**src/lars_defs.svh**
```systemverilog
// Constants for the linear array readout sequencer.
`ifndef LARS_DEFS_SVH
`define LARS_DEFS_SVH

// ----------------------------------------------------------------
// Array geometry.
// ----------------------------------------------------------------
`define LARS_PIXELS 64
`define LARS_PIX_W 6
`define LARS_LAST_PIX 6'h3F
`define LARS_FIRST_PIX 6'h00

// ----------------------------------------------------------------
// Timing.
// ----------------------------------------------------------------
`define LARS_CLK_PERIOD_NS 10
`define LARS_CLEAR_NS 50
`define LARS_CLEAR_CYC ((`LARS_CLEAR_NS + `LARS_CLK_PERIOD_NS - 1) / `LARS_CLK_PERIOD_NS)

// ----------------------------------------------------------------
// Widths and reset values.
// ----------------------------------------------------------------
`define LARS_LEVEL_W 12
`define LARS_STAMP_W 32
`define LARS_OUT_RESET 12'h000

`endif

```
**src/lars_pkg.sv**
```systemverilog
// Types shared by the linear array readout sequencer.
package lars_pkg;

  // ----------------------------------------------------------------
  // Sequencer states, Gray coded.
  // ----------------------------------------------------------------
  typedef enum logic [1:0] {
    LARS_IDLE = 2'b00,
    LARS_RUN = 2'b01
  } lars_state_t;

endpackage

```
**src/lars_sequencer.sv**
```systemverilog
// Readout sequencer of a 64-pixel linear light sensor.
// How it works
// - Start captured: hold pixel 1, clear integrator.
// - CLEAR_CYC clocks later: release clear; next clock period: next pixel.
// - Next clock after pixel 64, start low: output goes high impedance.
// - Integration time is read-to-read interval.
// - Changing clock mid-frame varies pixel integration.
// - Pixel value held for whole clock period.
`include "lars_defs.svh"

module lars_sequencer #(
  parameter int LEVEL_W = `LARS_LEVEL_W,
  parameter int STAMP_W = `LARS_STAMP_W,
  parameter int PIXELS = `LARS_PIXELS
) (
  // Clock and reset
  input wire logic clk,
  input wire logic reset,
  // Sensor pins from the host
  input wire logic sensor_clk_pin,
  input wire logic start_pin,
  // Pixel front end
  output logic [`LARS_PIX_W-1:0] pixel_level_addr,
  input wire logic [LEVEL_W-1:0] pixel_level,
  // Analog output pin, enable low while driven
  output logic [LEVEL_W-1:0] analog_pixel_output,
  output logic analog_out_oe_n,
  // Pixel switches and status
  output logic [PIXELS-1:0] sample_hold_switch,
  output logic [PIXELS-1:0] integrator_clear_switch,
  output logic [`LARS_PIX_W-1:0] pixel_index,
  output logic [STAMP_W-1:0] integration_cycles,
  output logic integration_known,
  output logic frame_flushed
);

  localparam int CLEAR_CYC = `LARS_CLEAR_CYC;

  lars_pkg::lars_state_t state_r;
  logic sclk_meta_r;
  logic sclk_sync_r;
  logic sclk_prev_r;
  logic start_meta_r;
  logic start_sync_r;
  logic sclk_rise;
  logic go;
  logic frame_end;
  logic [`LARS_PIX_W-1:0] pix_r;
  logic [`LARS_PIX_W-1:0] pix_nxt;
  logic go_d_r;
  logic [STAMP_W-1:0] now_r;
  logic [STAMP_W-1:0] stamp_r;
  logic [STAMP_W-1:0] old_stamp;
  logic [7:0] clear_cnt_r;
  logic [PIXELS-1:0] seen_r;
  logic seen_d_r;

  // ----------------------------------------------------------------
  // Helpers.
  // ----------------------------------------------------------------
  function automatic logic [PIXELS-1:0] onehot(input logic [`LARS_PIX_W-1:0] idx);
    logic [PIXELS-1:0] v;
    v = '0;
    v[idx] = 1'b1;
    return v;
  endfunction

  // ----------------------------------------------------------------
  // Pin synchronisers and sensor clock edge.
  // ----------------------------------------------------------------
  always_ff @(posedge clk) begin
    if (reset) begin
      sclk_meta_r <= 1'b0;
      sclk_sync_r <= 1'b0;
      sclk_prev_r <= 1'b0;
    end else begin
      sclk_meta_r <= sensor_clk_pin;
      sclk_sync_r <= sclk_meta_r;
      sclk_prev_r <= sclk_sync_r;
    end
  end

  always_ff @(posedge clk) begin
    if (reset) begin
      start_meta_r <= 1'b0;
      start_sync_r <= 1'b0;
    end else begin
      start_meta_r <= start_pin;
      start_sync_r <= start_meta_r;
    end
  end

  assign sclk_rise = sclk_sync_r & ~sclk_prev_r;

  // Start wins; otherwise step while a frame runs.
  always_comb begin
    go = 1'b0;
    frame_end = 1'b0;
    pix_nxt = pix_r;
    if (sclk_rise) begin
      if (start_sync_r) begin
        go = 1'b1;
        pix_nxt = `LARS_FIRST_PIX;
      end else if (state_r == lars_pkg::LARS_RUN) begin
        if (pix_r == `LARS_LAST_PIX) begin
          frame_end = 1'b1;
        end else begin
          go = 1'b1;
          pix_nxt = pix_r + 1'b1;
        end
      end
    end
  end

  // ----------------------------------------------------------------
  // Sequencer state and pixel pointer.
  // ----------------------------------------------------------------
  always_ff @(posedge clk) begin
    if (reset) begin
      state_r <= lars_pkg::LARS_IDLE;
      pix_r <= `LARS_FIRST_PIX;
    end else begin
      case (state_r)
        lars_pkg::LARS_IDLE: begin
          if (go) begin
            state_r <= lars_pkg::LARS_RUN;
          end
        end
        lars_pkg::LARS_RUN: begin
          if (frame_end) begin
            state_r <= lars_pkg::LARS_IDLE;
          end
        end
        default: begin
          state_r <= lars_pkg::LARS_IDLE;
        end
      endcase
      if (go) begin
        pix_r <= pix_nxt;
      end
    end
  end

  // ----------------------------------------------------------------
  // Pixel switches.
  // ----------------------------------------------------------------
  always_ff @(posedge clk) begin
    if (reset) begin
      sample_hold_switch <= '0;
      integrator_clear_switch <= '0;
      clear_cnt_r <= 8'h00;
      pixel_index <= `LARS_FIRST_PIX;
      pixel_level_addr <= `LARS_FIRST_PIX;
    end else if (go) begin
      sample_hold_switch <= onehot(pix_nxt);
      integrator_clear_switch <= onehot(pix_nxt);
      clear_cnt_r <= 8'(CLEAR_CYC);
      pixel_index <= pix_nxt;
      pixel_level_addr <= pix_nxt;
    end else begin
      if (frame_end) begin
        sample_hold_switch <= '0;
      end
      if (clear_cnt_r > 8'h01) begin
        clear_cnt_r <= clear_cnt_r - 8'h01;
      end else begin
        clear_cnt_r <= 8'h00;
        integrator_clear_switch <= '0;
      end
      if (frame_end) begin
        integrator_clear_switch <= '0;
      end
    end
  end

  // ----------------------------------------------------------------
  // Analog output, held for the whole sensor clock period.
  // ----------------------------------------------------------------
  always_ff @(posedge clk) begin
    if (reset) begin
      go_d_r <= 1'b0;
      analog_pixel_output <= `LARS_OUT_RESET;
      analog_out_oe_n <= 1'b1;
    end else begin
      go_d_r <= go;
      if (go_d_r) begin
        analog_pixel_output <= pixel_level;
        analog_out_oe_n <= 1'b0;
      end else if (frame_end) begin
        analog_out_oe_n <= 1'b1;
      end
    end
  end

  // ----------------------------------------------------------------
  // Read-to-read integration time of each pixel.
  // ----------------------------------------------------------------
  always_ff @(posedge clk) begin
    if (reset) begin
      now_r <= '0;
      stamp_r <= '0;
    end else begin
      now_r <= now_r + 1'b1;
      if (go) begin
        stamp_r <= now_r;
      end
    end
  end

  lars_stamp_mem #(
    .WIDTH(STAMP_W),
    .DEPTH(PIXELS),
    .AW(`LARS_PIX_W)
  ) u_stamp_mem (
    .clk(clk),
    .reset(reset),
    .wr_en(go),
    .wr_addr(pix_nxt),
    .wr_data(now_r),
    .rd_en(go),
    .rd_addr(pix_nxt),
    .rd_data_r(old_stamp)
  );

  always_ff @(posedge clk) begin
    if (reset) begin
      seen_r <= '0;
      seen_d_r <= 1'b0;
      integration_cycles <= '0;
      integration_known <= 1'b0;
    end else begin
      if (go) begin
        seen_r <= seen_r | onehot(pix_nxt);
        seen_d_r <= seen_r[pix_nxt];
      end
      if (go_d_r) begin
        integration_cycles <= stamp_r - old_stamp;
        integration_known <= seen_d_r;
      end
    end
  end

  // ----------------------------------------------------------------
  // Flush status after the first frame that ends without a restart.
  // ----------------------------------------------------------------
  always_ff @(posedge clk) begin
    if (reset) begin
      frame_flushed <= 1'b0;
    end else if (frame_end) begin
      frame_flushed <= 1'b1;
    end
  end

endmodule

```
**src/lars_stamp_mem.sv**
```systemverilog
// Per-pixel memory of the time each pixel was last read.
module lars_stamp_mem #(
  parameter int WIDTH = 32,
  parameter int DEPTH = 64,
  parameter int AW = 6
) (
  // Clock and reset
  input wire logic clk,
  input wire logic reset,
  // Write port
  input wire logic wr_en,
  input wire logic [AW-1:0] wr_addr,
  input wire logic [WIDTH-1:0] wr_data,
  // Read port, data one cycle later
  input wire logic rd_en,
  input wire logic [AW-1:0] rd_addr,
  output logic [WIDTH-1:0] rd_data_r
);

  logic [WIDTH-1:0] mem [DEPTH];

  // ----------------------------------------------------------------
  // Storage array.
  // ----------------------------------------------------------------
  always_ff @(posedge clk) begin
    if (wr_en) begin
      mem[wr_addr] <= wr_data;
    end
  end

  // ----------------------------------------------------------------
  // Registered read, old data on a same-address write.
  // ----------------------------------------------------------------
  always_ff @(posedge clk) begin
    if (reset) begin
      rd_data_r <= '0;
    end else if (rd_en) begin
      rd_data_r <= mem[rd_addr];
    end
  end

endmodule

```
**config.mk**
```make
export PLATFORM = sky130hd
export DESIGN_NAME = lars_sequencer
export DESIGN_NICKNAME = d
export VERILOG_FILES = /design/src/lars_pkg.sv /design/src/lars_sequencer.sv /design/src/lars_stamp_mem.sv
export VERILOG_INCLUDE_DIRS = /design/src
export SDC_FILE = /design/constraint.sdc
export NUM_CORES = 2
export LEC_CHECK = 0
export ABC_AREA = 1
export BUFFER_PORTS_ARGS = -buffer_cell sky130_fd_sc_hd__buf_2
export CELL_PAD_IN_SITES_DETAIL_PLACEMENT = 0
export CELL_PAD_IN_SITES_GLOBAL_PLACEMENT = 1
export CORE_MARGIN = 4
export CORE_UTILIZATION = 54
export DETAILED_ROUTE_END_ITERATION = 10
export PLACE_DENSITY = 0.91
export SLEW_MARGIN = 20
export SYNTH_ARGS = -nofsm -noshare
export SYNTH_HDL_FRONTEND = slang
export SYNTH_SLANG_ARGS = --single-unit
```
**constraint.sdc**
```tcl
create_clock -name clk -period 6 [get_ports clk]
set_clock_uncertainty 0.15 [all_clocks]
set_input_delay 0.6 -clock clk [delete_from_list [all_inputs] [get_ports clk]]
set_output_delay 0.6 -clock clk [all_outputs]
set_load 0.05 [all_outputs]
```
Yosys cells after proc, flatten, opt, wreduce, memory -nomap -nowiden

Memories as Yosys holds them, arrays and structs flattened. A register that Yosys moved wholly into a read port is not among the register bits.
Index checks and enable logic that the tools add are counted.

Input port bits: 16
Bits in registers: 326
Output and inout port bits: 187
Memories kept: 1
RAM bits: 2048

Reductions and logical operators: 6
$lt $le $gt $ge: 3
Equal/unequal tests: 5
Bitwise gates (word level): 4
Mux-type cells: 30
$add $sub $neg: 4

Memory list:

| name            | words | bits a word | read ports | clocked after Yosys merged registers in | wr ports | RTL line             | source |
|---|---|---|---|---|---|---|---|
| u_stamp_mem.mem | 64    | 32          | 1          | 1                                       | 1        | lars_stamp_mem.sv:20 | `logic [WIDTH-1:0] mem [DEPTH];` |

Operator list:

| kind                  | count |
|---|---|
| $mux 64               | 5 |
| $or 64x64->64         | 1 |
| $add 32x1->32 const B | 1 |
| $sub 32x32->32        | 1 |
| $mux 6                | 4 |
| $mux 1                | 14 |
| $gt 8x1->1 const B    | 1 |
| $sub 8x1->8 const B   | 1 |
| $lt 6x7->1 const B    | 1 |
| $add 6x1->6 const B   | 1 |
| $bmux 1 s6            | 1 |
| $demux 1 s6           | 1 |
| $eq 6x6->1 const B    | 1 |
| $ge 6x1->1 const B    | 1 |
| $mux 3                | 2 |
| $mux 2                | 2 |
| $ne 2x2->1 const B    | 2 |
| $pmux 2 s2            | 1 |
| $reduce_bool 2->1     | 2 |
| $ne 3x3->1 const B    | 1 |
| $reduce_or 3->1       | 1 |
| $eq 2x1->1 const B    | 1 |
| $logic_not 2->1       | 1 |
| $not 1->1             | 2 |
| 3 further kinds       | 3 |

Longest topological paths before layout

Depth after elaboration: 10
Mapped depth: 19
Gate-level depth less buffers: 17

Modules after synthesis

Synthesis repeated with hierarchy kept, for this count alone.

Cell total of the unflattened synthesis: 8752
Area, all modules: 97214.5 µm²

By module, submodules not included:

| module         | area each (µm²) | cells each | times used |
|---|---|---|---|
| lars_stamp_mem | 83251.1         | 6887       | 1 |
| lars_sequencer | 13963.4         | 1865       | 1 |

Worst setup path before layout

Ideal clock, no wire load.

Kind: reg-to-reg
From: register pixel_index[1] (netlist name)
To: memory u_stamp_mem.mem[49][0], enable pin
Slack: 1.726 ns
Arrival time: 3.701 ns
Stages on the path, launching flop included: 12
Path through: dfxtp_1 > ha_1 > nand3_2 > nor2_1 > o21ai_0 > o21ai_1 > a22oi_4 > nor3_2 > buf_2 > inv_2 > buf_2 > nor2_1

RTL lines:

| element   | RTL line |
|---|---|
| to (decl) | lars_stamp_mem.sv:20 |

==> impl_metrics.env <==
export IMPL_finalSetupViolations=0
export IMPL_fin_setup_tns_ns=0
export IMPL_start_util=0.544
export IMPL_gr_total_overflow=0
export IMPL_synthCells=9776
export IMPL_io_buffers=202
export IMPL_hp_class="register to register"
export IMPL_ys_ff_latch=2405
export IMPL_dp_cells=12100
export IMPL_power_switching_share=0.212
export IMPL_cpMaxStageDelayCell="nor2_1"
export IMPL_power_density_nw_per_um2=289
export IMPL_arrival_ns=5.62
export IMPL_peakVddDrop_v=0.000271
export IMPL_ys_warn_count=0
export IMPL_cts_setup_buffers=0
export IMPL_vias_per_cell=5.71
export IMPL_core_um2=188000
export IMPL_p_clk_frac=0.435
export IMPL_dr_total_vias=72000
export IMPL_cts_tree="yes"
export IMPL_maxCapViolCount=0
export IMPL_finalHoldViolations=0
export IMPL_final_cells=12600
export IMPL_antenna_found_initial=15
export IMPL_die_area_um2=197000
export IMPL_routed_wl_um=305000
export IMPL_drive_gt1_frac=0.0940
export IMPL_whs_ns=0.272
export IMPL_path_cells="ha_1 > nand3_2 > o21bai_2 > nand2_1 > nand2_4 > nand2_8 > nand2_4 > buf_12 > buf_4 > buf_4 > nand2_1 > o211ai_1 > nand2_1 > nor2_1 > nor2_1 > nor2_1 > nand3_1 > nand2_1 > inv_1"
export IMPL_final_nets=9959
export IMPL_tightestPinTransition_ns=1.12
export IMPL_fmax_ghz=0.200
export IMPL_clock_path_buffers=3
export IMPL_die_h_um=443
export IMPL_yosys_cell_count_top_type="nand2_1"
export IMPL_dieWidth_um=443
export IMPL_drc=0
export IMPL_clk_latency_ns=0.89
export IMPL_num_io_pins=203
export IMPL_max_slew_margin_rel=0.250
export IMPL_p_seq_frac=0.542
export IMPL_slew_violations=0
export IMPL_finish_utilization=0.610
export IMPL_grt_pass1_wl_um=443000
export IMPL_htreeDepth=4
export IMPL_clk_pin_slew_ns=0.06
export IMPL_slowest_delay_ns=0.72
export IMPL_syn_to_final_growth_pct=12.1
export IMPL_grt_pass1_vias=68100
export IMPL_min_period_ns=5.01
export IMPL_outcome="complete, no violations"
export IMPL_drt_iter0_markers=10100
export IMPL_first_pass_iters=7
export IMPL_root_buffer="clkbuf_16"
export IMPL_critPathCaptureType="register"
export IMPL_yosysUniqueCellTypes=51
export IMPL_yosys_most_used_dff="edfxtp_1"
export IMPL_num_rows=159
export IMPL_cts_made_buffers=232
export IMPL_leakagePower_nw=47.0
export IMPL_dp_hpwl_um=180000
export IMPL_drtAntennaViolNets=0
export IMPL_ys_seq_area_frac=0.671
export IMPL_synth_area_um2=102000
export IMPL_critPathMaxFanout=50
export IMPL_switching_power_mw=7.01
export IMPL_crit_path_frequent_cell="nand2_1"
export IMPL_syn_nets=9828
export IMPL_crit_required_ns=6.62
export IMPL_clock_sinks=2405
export IMPL_crit_type="register to register"
export IMPL_synth_top_area_frac=0.601
export IMPL_worst_setup_path_start_kind="register"
export IMPL_gp_congestion=0.957
export IMPL_fin_crit_sh=0.834
export IMPL_synth_top_cells_by_count="nand2_1 (2222), edfxtp_1 (2048), inv_1 (1552)"
export IMPL_grt_max_degree=178
export IMPL_grt_setup_unrepaired="no"
export IMPL_yosys_top_cells_area="edfxtp_1 (60%), nand2_1 (8.1%), dfxtp_1 (7.0%)"
export IMPL_internal_power_mw=26.1
export IMPL_n_fill_cell=14700
export IMPL_syn_avg_cell_area_um2=10.5
export IMPL_grtUsageTotal=0.303
export IMPL_synth_edf_count=2048
export IMPL_async_flop_share=0
export IMPL_wl_per_cell_um=24.2
export IMPL_p_comb_frac=0.023
export IMPL_synth_area_leader_cell="edfxtp_1"
[critical path, delay by kind of cell, from the launching register on]
| kind | cells | cell delay, ns |
|---|---|---|
| flip-flops | 1 | 0.62 |
| AO/OA/AOI/OAI | 2 | 0.27 |
| adder cells (fa/ha/maj) | 1 | 0.30 |
| AND/OR/NAND/NOR | 12 | 2.33 |
| buffers and inverters | 4 | 1.12 |
[what timing repair did]
action,in CTS,in global routing
resized for setup,0,0
hold buffers,17,0
hold endpoints to repair,17,0
[sequential cells by signal, indices dropped and copies added, names as in the netlist, 6 cells and up]
signal and flops:
u_stamp_mem.rd_data_r 32, integration_cycles 32, u_stamp_mem.mem 2048, seen_r 64, clear_cnt_r 8, stamp_r 32, pixel_index 6, now_r 32
analog_pixel_output 12, sample_hold_switch 64, integrator_clear_switch 64
[worst paths after layout]
check                                           endpoint  slack (ns)           start  depth (start not counted)
worst min register to register              start_sync_r        0.27    start_meta_r                          2
worst min-delay path                        start_sync_r        0.27    start_meta_r                          2
worst max-delay path            u_stamp_mem.rd_data_r[1]        0.99  pixel_index[0]                         19
worst max register to register  u_stamp_mem.rd_data_r[1]        0.99  pixel_index[0]                         19
[final cells by class]
class / count / area (µm²) / area share
diodes: 9 / 22.5 / 0.000196
clock buffers: 299 / 6230 / 0.0543
clock inverters: 134 / 1300 / 0.0113
inverters: 1599 / 6000 / 0.0523
multi-input cells: 5248 / 26000 / 0.226
flip-flops and latches: 2405 / 68700 / 0.599
well taps: 2495 / 3120 / 0.0272
repair buffers: 421 / 3380 / 0.0295
[kinds of logic (layout without fill, tap and decap cells)]
logic type	after synthesis	after routing	synth area share
other cells	0	9	0
simple gates	4373	4373	0.196
xor+xnor	27	27	0.00231
buf+inv	2123	2453	0.0813
flops	2405	2405	0.671
fa+ha+maj	36	36	0.00447
compound gates	812	812	0.0451
[stage by stage]
stage	total power, mW	setup WS [ns]	area [µm²]
2_1_floorplan	18.8	1.73	102000
6_report	33.1	0.994	115000
3_5_place_dp	19.0	1.21	107000
3_3_place_gp	19.0	1.24	107000
5_1_grt	34.0	0.799	115000
4_1_cts	33.2	1.16	115000
[cells in the final DEF (no fill, tap or decap), drive strengths merged, types with 6 or more instances in the layout]
cell	instances
o21a	7
nand2	2224
clkbuf	299
clkinv	108
edfxtp	2048
diode	9
nor3	27
nand3b	579
o211ai	169
inv	1602
a21o	9
ha	35
buf	404
a21oi	306
dfxtp	357
or2	46
a211oi	6
xor2	15
bufinv	15
nand4	7
dlygate4sd3	17
o21ai	299
clkinvlp	8
nand3	981
nor2	501
xnor2	12
[layer usage]
metal,part of all wire,global-route usage,vias up,routed length (µm)
li1,-,-,32600,-
met1,0.37,0.400,34600,112000
met2,0.46,0.473,4176,139000
met3,0.11,0.0551,754,33100
met4,0.066,0.178,8,20200
met5,0.00019,0,-,57
[power groups by stage]
stage / registers, mW / clock network, mW / logic (mW)
after floorplan: 18.3 / 0 / 0.459
after global placement: 18.3 / 0 / 0.711
after detailed placement: 18.3 / 0 / 0.723
after CTS: 18.0 / 14.5 / 0.735
after global routing: 18.0 / 15.2 / 0.805
final: 18.0 / 14.4 / 0.748
Note: power is estimated with default switching activity, not from simulation.
